$ cat src/verilog/tcs_regs_defs.vh
// Constants for the tuner control and status register bank.
// Assumes inclusion by the bank module only; definitions only.
`ifndef TCS_REGS_DEFS_VH
`define TCS_REGS_DEFS_VH
// Register indices.
`define TCS_REG_DEVICE_ID 4'h0
`define TCS_REG_CHIP_ID 4'h1
`define TCS_REG_POWER 4'h2
`define TCS_REG_CHANNEL 4'h3
`define TCS_REG_SYSCFG1 4'h4
`define TCS_REG_SYSCFG2 4'h5
`define TCS_REG_STATUS 4'ha
`define TCS_REG_READBACK 4'hb
`define TCS_REG_RDS_A 4'hc
`define TCS_REG_RDS_B 4'hd
`define TCS_REG_RDS_C 4'he
`define TCS_REG_RDS_D 4'hf
`define TCS_WR_START 4'h2
`define TCS_RD_START 4'ha
// Power configuration fields.
`define TCS_PWR_MUTE_REL 14
`define TCS_PWR_SCAN_UP 9
`define TCS_PWR_SCAN 8
`define TCS_PWR_OFF 6
`define TCS_PWR_ON 0
`define TCS_PWR_MASK 16'h4341
// Channel fields.
`define TCS_CH_TUNE 15
`define TCS_CH_MASK 16'h83ff
// System configuration one fields.
`define TCS_C1_RDS_IEN 15
`define TCS_C1_TUNE_IEN 14
`define TCS_C1_RDS_EN 12
`define TCS_C1_EMPH 11
`define TCS_C1_GP2_HI 3
`define TCS_C1_GP2_LO 2
`define TCS_C1_MASK 16'hd80c
// System configuration two fields.
`define TCS_C2_TH_HI 15
`define TCS_C2_TH_LO 8
`define TCS_C2_REGION 6
`define TCS_C2_SP_HI 5
`define TCS_C2_SP_LO 4
`define TCS_C2_VOL_HI 3
`define TCS_C2_MASK 16'hff7f
// General pin function codes.
`define TCS_GP_HIZ 2'h0
`define TCS_GP_IRQ 2'h1
`define TCS_GP_LOW 2'h2
// Spacing codes, base and spacing figures in kHz, and top station indices of each band.
`define TCS_SP_200 2'h0
`define TCS_SP_100 2'h1
`define TCS_BASE0_KHZ 18'h155cc
`define TCS_BASE1_KHZ 18'h128e0
`define TCS_KHZ_200 18'h000c8
`define TCS_KHZ_100 18'h00064
`define TCS_KHZ_50 18'h00032
`define TCS_TOP0_200 10'h066
`define TCS_TOP0_100 10'h0cd
`define TCS_TOP0_50 10'h19a
`define TCS_TOP1_200 10'h046
`define TCS_TOP1_100 10'h08c
`define TCS_TOP1_50 10'h118
`endif

$ cat src/verilog/tcs_regs.v
// Tuner control and status register bank: registers, power control, tune and seek sequencing.
// Assumes a serial front end that hands over bytes on mclk, and an analog section that reports
// signal level, stereo and decoded data groups synchronously to mclk.
//
// Operation
// Power-on high, power-off low enters operation; mute-release high unmutes audio.
// Power-on and power-off both high runs power-down sequence, then clears power-on.
// Host clearing power-on directly gives only partial power-down.
// Tune-done enable and pin function 01 pull general pin low on completion.
// Data-ready enable and pin function 01 pull general pin low on new group.
// Emphasis select chooses de-emphasis time constant; zero means 75 us.
// Second configuration holds threshold, volume, region bit and spacing code.
// Audio is muted during a seek regardless of mute-release and volume.
// Region zero frequency is spacing times station index plus 87.5 MHz.
// Tune request bit starts tune to the target station index.
// Completion sets tune-complete flag and interrupt when enabled.
// Status reports stereo indication and 8-bit signal strength.
// Readback register reports current station index, 10 bits.
// Tune request written low ends tune and clears tune-complete flag.
// Host waits for tune-complete clear before a new request.
// Scan request starts a seek; direction bit high means upward.
// Seek covering band without strong enough channel sets scan-failed flag.
// Scan request written low ends seek and clears tune-complete flag.
// Data-ready bit set on new corrected group, only on capable variant.
// 3-bit error count reports errors in four blocks; zero means none.
// Four read-only registers hold the four 16-bit data blocks.
// Identity registers hold part, maker, step, variant bit and microcode version.
// Write burst starts at power configuration upper byte, increments, wraps.
// Read burst starts at status upper byte, increments, wraps.
// General pin returns high once causing conditions are cleared.
`include "tcs_regs_defs.vh"
`timescale 1ns/1ps
`default_nettype none
module tcs_regs #(
  parameter [3:0] PART_CODE = 4'h3,
  // Arbitrary maker value.
  parameter [11:0] MAKER_CODE = 12'h5a5,
  parameter [5:0] SILICON_STEP = 6'h01,
  parameter VARIANT_BIT = 1'b1,
  parameter [8:0] MICROCODE_VERSION = 9'h001,
  parameter [15:0] TUNE_CYCLES = 16'h0010,
  parameter [15:0] POWERDOWN_CYCLES = 16'h0010,
  parameter [15:0] SEEK_STEP_CYCLES = 16'h0004
) (
  // Clock, reset, enable
  input wire mclk,
  input wire rst,
  input wire ce,
  // Byte port from the serial front end
  input wire burstStart,
  input wire burstRead,
  input wire wrByteValid,
  input wire [7:0] wrByte,
  input wire rdByteReq,
  output reg [7:0] rdByte,
  output reg rdByteValid,
  // Analog section status
  input wire [7:0] signalLevelIn,
  input wire stereoIn,
  input wire rdsGroupValid,
  input wire [15:0] rdsBlockAIn,
  input wire [15:0] rdsBlockBIn,
  input wire [15:0] rdsBlockCIn,
  input wire [15:0] rdsBlockDIn,
  input wire [2:0] rdsErrorIn,
  // Analog section control
  output reg [1:0] powerState,
  output reg [9:0] tunedStationIndex,
  output reg [17:0] tunedFreqKhz,
  output reg seekActive,
  output reg audioMute,
  output reg [3:0] volume,
  output reg emphasisSelect,
  // General pin two
  output reg generalPinTwoOut,
  output reg generalPinTwoOe
);
  localparam PS_DOWN = 2'h0;
  localparam PS_ON = 2'h1;
  localparam PS_SEQ = 2'h2;
  localparam PS_PARTIAL = 2'h3;
  localparam TS_IDLE = 2'h0;
  localparam TS_TUNE = 2'h1;
  localparam TS_SEEK = 2'h2;
  localparam TS_DONE = 2'h3;

  function [9:0] bandTop;
    input region;
    input [1:0] space;
    begin
      if (space == `TCS_SP_200)
        bandTop = region ? `TCS_TOP1_200 : `TCS_TOP0_200;
      else if (space == `TCS_SP_100)
        bandTop = region ? `TCS_TOP1_100 : `TCS_TOP0_100;
      else
        bandTop = region ? `TCS_TOP1_50 : `TCS_TOP0_50;
    end
  endfunction

  function [17:0] spacingKhz;
    input [1:0] space;
    begin
      if (space == `TCS_SP_200)
        spacingKhz = `TCS_KHZ_200;
      else if (space == `TCS_SP_100)
        spacingKhz = `TCS_KHZ_100;
      else
        spacingKhz = `TCS_KHZ_50;
    end
  endfunction

  reg [15:0] power_reg;
  reg [15:0] channel_reg;
  reg [15:0] cfg1_reg;
  reg [15:0] cfg2_reg;
  reg [1:0] pstate_reg;
  reg [15:0] pcount_reg;
  reg [1:0] tstate_reg;
  reg [15:0] tcount_reg;
  reg [9:0] station_reg;
  reg moved_reg;
  reg stc_reg;
  reg scanFail_reg;
  reg rdsReady_reg;
  reg [2:0] rdsErr_reg;
  reg [15:0] rds_block_a_reg;
  reg [15:0] rds_block_b_reg;
  reg [15:0] rds_block_c_reg;
  reg [15:0] rds_block_d_reg;
  reg [4:0] ptr_reg;
  reg [7:0] hold_reg;
  reg [15:0] readWord;

  wire [3:0] ptrIdx = ptr_reg[4:1];
  wire commit = ce && wrByteValid && ptr_reg[0];
  wire [15:0] wrWord = {hold_reg, wrByte};
  wire powered = (pstate_reg == PS_ON);
  wire [9:0] topIdx = bandTop(cfg2_reg[`TCS_C2_REGION], cfg2_reg[`TCS_C2_SP_HI:`TCS_C2_SP_LO]);
  wire [1:0] gpMode = cfg1_reg[`TCS_C1_GP2_HI:`TCS_C1_GP2_LO];
  wire [7:0] threshold = cfg2_reg[`TCS_C2_TH_HI:`TCS_C2_TH_LO];
  wire scanUp = power_reg[`TCS_PWR_SCAN_UP];
  wire atEdge = scanUp ? (station_reg >= topIdx) : (station_reg == 10'h000);
  // A burst opening in the same cycle wins over the read, so it must not clear the flag either.
  wire rdsDrained = ce && rdByteReq && !burstStart && !wrByteValid && (ptrIdx == `TCS_REG_RDS_D) && ptr_reg[0];
  wire rdsCapable = (VARIANT_BIT == 1'b1);
  wire irqActive = (stc_reg && cfg1_reg[`TCS_C1_TUNE_IEN]) ||
    (rdsReady_reg && cfg1_reg[`TCS_C1_RDS_IEN]);
  wire [17:0] baseKhz = cfg2_reg[`TCS_C2_REGION] ? `TCS_BASE1_KHZ : `TCS_BASE0_KHZ;
  wire [27:0] stepProduct = spacingKhz(cfg2_reg[`TCS_C2_SP_HI:`TCS_C2_SP_LO]) * station_reg;

  // Identity words: variant bit and microcode read zero whenever the receiver is not in operation.
  always @*
  begin
    case (ptrIdx)
      `TCS_REG_DEVICE_ID: readWord = {PART_CODE, MAKER_CODE};
      `TCS_REG_CHIP_ID: readWord = powered ? {SILICON_STEP, VARIANT_BIT, MICROCODE_VERSION} :
        {SILICON_STEP, 10'h000};
      `TCS_REG_POWER: readWord = power_reg;
      `TCS_REG_CHANNEL: readWord = channel_reg;
      `TCS_REG_SYSCFG1: readWord = cfg1_reg;
      `TCS_REG_SYSCFG2: readWord = cfg2_reg;
      `TCS_REG_STATUS: readWord = {rdsReady_reg, stc_reg, scanFail_reg, 1'b0, rdsErr_reg, stereoIn,
        signalLevelIn};
      `TCS_REG_READBACK: readWord = {6'h00, station_reg};
      `TCS_REG_RDS_A: readWord = rds_block_a_reg;
      `TCS_REG_RDS_B: readWord = rds_block_b_reg;
      `TCS_REG_RDS_C: readWord = rds_block_c_reg;
      `TCS_REG_RDS_D: readWord = rds_block_d_reg;
      default: readWord = 16'h0000;
    endcase
  end

  // Byte port: a word is committed when its lower byte arrives; read-only words ignore writes.
  always @(posedge mclk)
  begin
    if (rst)
    begin
      ptr_reg <= 5'h00;
      hold_reg <= 8'h00;
      rdByte <= 8'h00;
      rdByteValid <= 1'b0;
    end
    else if (ce)
    begin
      rdByteValid <= 1'b0;
      if (burstStart)
        ptr_reg <= burstRead ? {`TCS_RD_START, 1'b0} : {`TCS_WR_START, 1'b0}; // see R23
      else if (wrByteValid)
      begin
        if (!ptr_reg[0])
          hold_reg <= wrByte;
        ptr_reg <= ptr_reg + 5'h01;
      end
      else if (rdByteReq)
      begin
        rdByte <= ptr_reg[0] ? readWord[7:0] : readWord[15:8];
        rdByteValid <= 1'b1;
        ptr_reg <= ptr_reg + 5'h01;
      end
    end
  end

  // Configuration registers and the power sequence.
  always @(posedge mclk)
  begin
    if (rst)
    begin
      power_reg <= 16'h0000;
      channel_reg <= 16'h0000;
      cfg1_reg <= 16'h0000;
      cfg2_reg <= 16'h0000;
      pstate_reg <= PS_DOWN;
      pcount_reg <= 16'h0000;
    end
    else if (ce)
    begin
      if (commit && ptrIdx == `TCS_REG_CHANNEL)
        channel_reg <= wrWord & `TCS_CH_MASK; // see R10
      if (commit && ptrIdx == `TCS_REG_SYSCFG1)
        cfg1_reg <= wrWord & `TCS_C1_MASK;
      if (commit && ptrIdx == `TCS_REG_SYSCFG2)
        cfg2_reg <= wrWord & `TCS_C2_MASK;
      if (commit && ptrIdx == `TCS_REG_POWER)
      begin
        power_reg <= wrWord & `TCS_PWR_MASK;
        if (wrWord[`TCS_PWR_ON] && !wrWord[`TCS_PWR_OFF])
          pstate_reg <= PS_ON;
        else if (wrWord[`TCS_PWR_ON])
        begin
          pstate_reg <= PS_SEQ;
          pcount_reg <= 16'h0000;
        end
        else if (pstate_reg != PS_DOWN)
          pstate_reg <= PS_PARTIAL;
      end
      else if (pstate_reg == PS_SEQ)
      begin
        // A host write to the power register during the sequence takes priority over the automatic clear.
        if (pcount_reg == POWERDOWN_CYCLES - 16'h0001)
        begin
          power_reg[`TCS_PWR_ON] <= 1'b0;
          pstate_reg <= PS_DOWN;
        end
        else
          pcount_reg <= pcount_reg + 16'h0001;
      end
    end
  end

  // Tune and seek sequencing; the flag stays up until both request bits are low.
  always @(posedge mclk)
  begin
    if (rst)
    begin
      tstate_reg <= TS_IDLE;
      tcount_reg <= 16'h0000;
      station_reg <= 10'h000;
      moved_reg <= 1'b0;
      stc_reg <= 1'b0;
      scanFail_reg <= 1'b0;
    end
    else if (ce && powered)
    begin
      case (tstate_reg)
        TS_IDLE:
        begin
          tcount_reg <= 16'h0000;
          moved_reg <= 1'b0;
          if (channel_reg[`TCS_CH_TUNE])
          begin
            station_reg <= channel_reg[9:0];
            tstate_reg <= TS_TUNE;
          end
          else if (power_reg[`TCS_PWR_SCAN])
          begin
            scanFail_reg <= 1'b0;
            tstate_reg <= TS_SEEK;
          end
        end
        TS_TUNE:
        begin
          if (!channel_reg[`TCS_CH_TUNE])
            tstate_reg <= TS_IDLE;
          else if (tcount_reg == TUNE_CYCLES - 16'h0001)
          begin
            stc_reg <= 1'b1;
            tstate_reg <= TS_DONE;
          end
          else
            tcount_reg <= tcount_reg + 16'h0001;
        end
        TS_SEEK:
        begin
          if (!power_reg[`TCS_PWR_SCAN])
            tstate_reg <= TS_IDLE;
          else if (tcount_reg != SEEK_STEP_CYCLES - 16'h0001)
            tcount_reg <= tcount_reg + 16'h0001;
          else
          begin
            tcount_reg <= 16'h0000;
            if (moved_reg && signalLevelIn >= threshold)
            begin
              stc_reg <= 1'b1;
              tstate_reg <= TS_DONE;
            end
            else if (atEdge)
            begin
              scanFail_reg <= 1'b1;
              stc_reg <= 1'b1;
              tstate_reg <= TS_DONE;
            end
            else
            begin
              station_reg <= scanUp ? station_reg + 10'h001 : station_reg - 10'h001;
              moved_reg <= 1'b1;
            end
          end
        end
        TS_DONE:
        begin
          // The host must not re-request until the flag drops, so a fresh request is not latched here.
          if (!channel_reg[`TCS_CH_TUNE] && !power_reg[`TCS_PWR_SCAN])
          begin
            stc_reg <= 1'b0; // see R14 see R18
            tstate_reg <= TS_IDLE;
          end
        end
        default: tstate_reg <= TS_IDLE;
      endcase
    end
  end

  // Data groups: a new group sets the ready flag, which wins over the clear by a final read.
  always @(posedge mclk)
  begin
    if (rst)
    begin
      rdsReady_reg <= 1'b0;
      rdsErr_reg <= 3'h0;
      rds_block_a_reg <= 16'h0000;
      rds_block_b_reg <= 16'h0000;
      rds_block_c_reg <= 16'h0000;
      rds_block_d_reg <= 16'h0000;
    end
    else if (ce)
    begin
      if (rdsGroupValid && rdsCapable && powered && cfg1_reg[`TCS_C1_RDS_EN])
      begin
        rdsReady_reg <= 1'b1;
        rdsErr_reg <= rdsErrorIn;
        rds_block_a_reg <= rdsBlockAIn;
        rds_block_b_reg <= rdsBlockBIn;
        rds_block_c_reg <= rdsBlockCIn;
        rds_block_d_reg <= rdsBlockDIn;
      end
      else if (rdsDrained)
        rdsReady_reg <= 1'b0;
    end
  end

  // Registered outputs towards the analog section and the general pin.
  always @(posedge mclk)
  begin
    if (rst)
    begin
      powerState <= PS_DOWN;
      tunedStationIndex <= 10'h000;
      tunedFreqKhz <= 18'h00000;
      seekActive <= 1'b0;
      audioMute <= 1'b1;
      volume <= 4'h0;
      emphasisSelect <= 1'b0;
      generalPinTwoOut <= 1'b1;
      generalPinTwoOe <= 1'b0;
    end
    else if (ce)
    begin
      powerState <= pstate_reg;
      tunedStationIndex <= station_reg;
      tunedFreqKhz <= baseKhz + stepProduct[17:0];
      seekActive <= (tstate_reg == TS_SEEK);
      audioMute <= !powered || !power_reg[`TCS_PWR_MUTE_REL] || (tstate_reg == TS_SEEK); // see R1
      volume <= (tstate_reg == TS_SEEK) ? 4'h0 : cfg2_reg[`TCS_C2_VOL_HI:0];
      emphasisSelect <= cfg1_reg[`TCS_C1_EMPH];
      generalPinTwoOe <= (gpMode != `TCS_GP_HIZ);
      if (gpMode == `TCS_GP_IRQ)
        generalPinTwoOut <= !irqActive; // see R4 see R5
      else
        generalPinTwoOut <= (gpMode != `TCS_GP_LOW);
    end
  end
endmodule // tcs_regs
`default_nettype wire

$ cat config.mk
export PLATFORM = sky130hd
export DESIGN_NAME = tcs_regs
export DESIGN_NICKNAME = d
export VERILOG_FILES = /design/src/verilog/tcs_regs.v
export VERILOG_INCLUDE_DIRS = /design/src /design/src/verilog
export SDC_FILE = /design/constraint.sdc
export NUM_CORES = 1
export LEC_CHECK = 0
export BUFFER_PORTS_ARGS = -buffer_cell sky130_fd_sc_hd__buf_2
export CAP_MARGIN = 20
export CORE_MARGIN = 5
export CORE_UTILIZATION = 59
export DETAILED_ROUTE_END_ITERATION = 7
export PLACE_DENSITY = 0.81
export SLEW_MARGIN = 10
export SYNTH_ARGS = -nofsm -noshare
export SYNTH_HDL_FRONTEND = slang
export SYNTH_SLANG_ARGS = --single-unit
$ cat constraint.sdc
create_clock -name mclk -period 15.81 [get_ports mclk]
set_input_delay 0.7905 -clock mclk [delete_from_list [all_inputs] [get_ports mclk]]
set_output_delay 0.7905 -clock mclk [all_outputs]
set_load 0.02 [all_outputs]
After elaboration in Yosys (flattened, before gate mapping)
Cells that the tools add are included.

storage, ports and cells
  logic and storage cells = 226
  output and inout port bits = 48
  register bits = 215
  input bits = 92

cells by class
  reduce and logical (&&, ||, !) cells = 61
  multiply operators = 1
  magnitude comparators = 2
  bitwise logic cells = 3
  eq/ne operators = 43
  add/sub/neg operators = 6
  muxes and demuxes = 78

operator list
  kind                     count
  $pmux W16 S12            1
  $mux W16                 9
  $mux W10                 8
  $pmux W16 S3             1
  $add A16 B1 Y16 const B  2
  $eq A16 B4 Y1 const B    2
  $ne A2 B2 Y1 const B     16
  $mux W2                  15
  $mux W1                  26
  $eq A4 B4 Y1 const B     6
  $mux W5                  4
  $pmux W10 S2             1
  $logic_and A1 B1 Y1      19
  $add A17 B18 Y18         1
  $mul A18 B10 Y18         1
  $mux W18                 1
  $mux W8                  2
  $ne A16 B2 Y1 const B    1
  $reduce_and A8 Y1        2
  $mux W15                 1
  $mux W7                  2
  $reduce_and A2 Y1        7
  $ne A3 B3 Y1 const B     4
  $reduce_and A4 Y1        3
  other kinds (30)         59

Depth between registers and ports, before layout
  depth in word-level cells = 10
  gate-level depth with buffers = 22
  mapped depth without buffers = 21

Worst setup path after synthesis
OpenSTA, ideal clock, no wires.

  path kind = register -> register
  from = register cfg2_reg[5]
  to = register tunedFreqKhz[16]
  required time = 15.724 ns
  path buffers = 2
  cell stages (with the launch flop) = 19
  data arrival time = 5.056 ns
  setup slack = 10.668 ns
  library setup time = 0.086 ns
  period minus slack after synthesis = 5.142 ns
  path through = dfxtp_1 > clkbuf_1 > clkbuf_1 > inv_1 > ha_1 > fa_1 > fa_1 > fa_1 > inv_1 > fa_1 > inv_1 > ha_1 > o21a_1 > o31a_1 > o32ai_1 > o211ai_1 > o31a_1 > xnor2_1 > a211oi_1

on the way
  word-level cells in the longest chain between the ends = 5
  elaborated cells between the ends (all ways) = 6
  those cells by class = 1 x add/sub; 1 x mul; 1 x eq/ne; 2 x mux; 1 x reduce/logical

RTL lines
  what                           RTL line        RTL
  start, declared                tcs_regs.v:115  reg [15:0] cfg2_reg;
  start signal, assigned         tcs_regs.v:222  cfg2_reg <= wrWord & `TCS_C2_MASK;
  $eq A2 B1 Y1 (no source line)  n/a
  $mux W7                        tcs_regs.v:105  else if (space == `TCS_SP_100)
  $mux W18 *                     tcs_regs.v:103  if (space == `TCS_SP_200)
  $mul A18 B10 Y18 *             tcs_regs.v:149  wire [27:0] stepProduct = spacingKhz(cfg2_reg[`TCS_C2_SP_HI:`TCS_C2_SP_LO]) * station_reg;
  $add A17 B18 Y18 *             tcs_regs.v:380  tunedFreqKhz <= baseKhz + stepProduct[17:0];
  end signal, assigned           tcs_regs.v:380
  end, declared                  tcs_regs.v:69   output reg [17:0] tunedFreqKhz,

Every way passes the cells marked *; elsewhere a longest branch is shown, timed or not.
A chain may end at the register's enable or synchronous reset.

Worst setup path in the final report
Same ends and word-level chain as after synthesis.

==> results.toml <==
[worst_setup_path]
cp_max_fo = 22
worstPathRequired_ns = 16.23
critical_path_class = "reg -> reg"
endpoint_kind = "register"
startpoint_type = "register"
rrSetupSlack_ns = 10.13
critPathArrivalTime_ns = 6.11

[cells_and_area]
regMostFlops = "tunedFreqKhz"
largest_reg_flops = 17
fillers = 1785
multiInputGateArea_sq_mm = 0.00793
areaGrowthSynthToFinish_pct = 12.0
regArea_sq_mm = 0.00428
final_cell_mix = "nand2_1 (257), dfxtp_1 (214), a21oi_1 (141)"
final_common_cell = "nand2_1"
nNetsFinal = 1888
layout-drive-gt1-share = 0.131

[yosys]
yosys_warnings = 0
syn_nets = 1808
synthXorXnorAreaFrac = 0.0288
ys_seq_elements = 214
async_flop_share = 0
synth_area_leader_cell = "dfxtp_1"
yosys-top-cells-area = "dfxtp_1 (33%), ha_1 (7.7%), fa_1 (7.7%)"
synth_fa_ha_area_frac = 0.154
synth_cells = 1585
ys_types = 81
synth-seq-area-share = 0.328
synth-compound-area-share = 0.156
synthMuxAreaShare = 0.0635
synth_area_sq_mm = 0.0131
yosys.area.top_type_share = 0.328
ys.flop_type = "dfxtp_1"
synth_edf_count = 0
synth_top_family_by_area = "simple AND/OR/NAND/NOR gates"
syn_avg_cell_area_sq_um = 8.25
yosys.area_share.simple = 0.203

[cts]
cts_tree = "built"
cts_resized = 0
post_cts_buffers = 0
cts_root_buffer = "clkbuf_16"
postCtsHoldBufs = 0
path_clk_slew_ns = 0.06
clock-sinks = 214
htree_levels = 1
clk-insertion-delay-late_ns = 0.52
numCtsBuffers = 23
cts_max_path_buffers = 3

[sta]
worstMarginPinSlew_ns = 1.03
period_needed_ns = 5.68
finalSetupViolCount = 0
post-route-period-util = 0.360
max_freq_mhz = 176
layout_setup_ws_ns = 10.13
tns_ns = 0
drv_slew = 0
finalHoldViolCount = 0
clock_skew_ns = 0.0174
rsz0062_at_grt = "false"
maxSlewHeadroom = 0.309

[die]
dieArea_sq_mm = 0.0252
coreArea_sq_mm = 0.0218
die_height_microns = 159
initial_utilization = 0.599
die_x_microns = 159
fp-row-count = 54
io_pins = 140

[run_status]
status = "finished clean"

[route]
route.vias.total = 11700
viasPerCell = 5.95
drt_iter0_drc = 1070
route.detailed.drc = 0
ant_nets = 0
drt-total-wl_microns = 35600
firstDrtPassIters = 6
wl_per_cell_microns = 18.1

[flow_run]
maxCapViolations = 0

[min_path]
hold_path_class = "reg -> reg"

[global_routing]
gr-total-overflow = 0
grt_pass1_wl_microns = 57500
antenna_found_initial = 2
grt_max_degree = 97
grt_pass1_vias = 11300
grt_util_all_layers = 0.269

[place]
dp_hpwl_microns = 26000
gp_routability_congestion = 1.00
pre_cts_slack_ns = 10.21
io_buffers = 138

[pwr]
vdd_drop_max_mv = 0.0851
power.leakage_nw = 6.22
power.density_mw_per_mm2 = 80.9
power breakdown:
group	internal (W)	switching, W
clock	0.000353	0.000223
sequential	0.000543	0.00000214
combinational	0.0000220	0.0000415
critical path, cell delays in order (launching register included):
cell      delay [ns]
dfxtp_1         0.54
inv_1           0.43
nand2_1         0.17
or2_2           0.36
fa_1            0.54
inv_1           0.05
fa_1            0.46
fa_1            0.54
inv_1           0.06
fa_1            0.54
inv_1           0.04
ha_1            0.35
o21a_1          0.13
o31a_1          0.14
o32ai_1         0.44
o211ai_1        0.20
o31a_1          0.28
xnor2_1         0.12
a211oi_1        0.21
kinds of logic after synthesis:
logic type               count (synthesis)
multiplexers                            78
buffers and inverters                  225
AND/OR/NAND/NOR                        581
adder cells (fa/ha/maj)                131
AO/OA/AOI/OAI                          312
flip-flops                             214
XOR/XNOR                                43
other                                    1
Yosys cell counts, types with 3 or more instances:
library cell	count
nand2_1	257
dfxtp_1	214
a21oi_1	141
nor2_1	138
inv_1	130
ha_1	81
clkbuf_1	70
mux2i_1	65
nand3_1	51
fa_1	50
o21ai_0	33
xnor2_1	26
and3_1	17
nand2b_1	17
xor2_1	17
and2_1	15
nand4_1	14
nor3_1	14
a22oi_1	13
buf_1	13
o211ai_1	13
a32oi_1	12
nor2b_1	12
nor4_1	12
a211oi_1	10
a31oi_1	10
mux2_2	10
buf_2	7
or3_1	7
a221o_1	6
a221oi_1	6
a22o_1	6
nor3b_1	6
o21a_1	6
a21o_1	5
o2111ai_1	4
o22ai_1	4
a211o_1	3
a31o_2	3
buf_4	3
mux4_2	3
o211a_1	3
o21bai_1	3
o31ai_1	3
layer usage:
metal  vias up  part of all wire  GRT usage  routed length (microns)
li1       5574                 -          -                        -
met1      5504              0.43      0.371                    15100
met2       512              0.46      0.426                    16200
met3        93             0.083     0.0492                     2960
met4         0             0.035     0.0950                     1240
met5         -                 0          0                        0
stage by stage:
step / util / hold WS, ns / instance area [sq um] / total power, W / cells
global route: 0.671 / 0.465 / 14700 / 0.00122 / 1964
detailed placement: 0.633 / 0.447 / 13800 / 0.000619 / 1917
global placement: 0.633 / 0.440 / 13800 / 0.000618 / 1917
floorplan: - / 0.431 / 13100 / 0.000593 / 1585
finish: 0.671 / 0.455 / 14700 / 0.00119 / 1964
CTS: 0.670 / 0.455 / 14600 / 0.00119 / 1959
worst paths after layout:
kind / from / end / depth (start not counted)
setup / recovery: cfg2_reg[5] / tunedFreqKhz[16] / 18
hold / removal: rds_block_c_reg[13] / rds_block_c_reg[13] / 2
setup reg to reg: cfg2_reg[5] / tunedFreqKhz[16] / 18
hold reg to reg: rds_block_c_reg[13] / rds_block_c_reg[13] / 2
final cells by class:
cell class / count / area share
well taps: 280 / 0.0239
repair buffers: 149 / 0.0537
diodes: 2 / 0.000342
clock inverters: 9 / 0.0104
inverters: 131 / 0.0336
multi-input cells: 1146 / 0.541
clock buffers: 33 / 0.0446
flip-flops and latches: 214 / 0.292
Power figures use the tool's default switching activity.
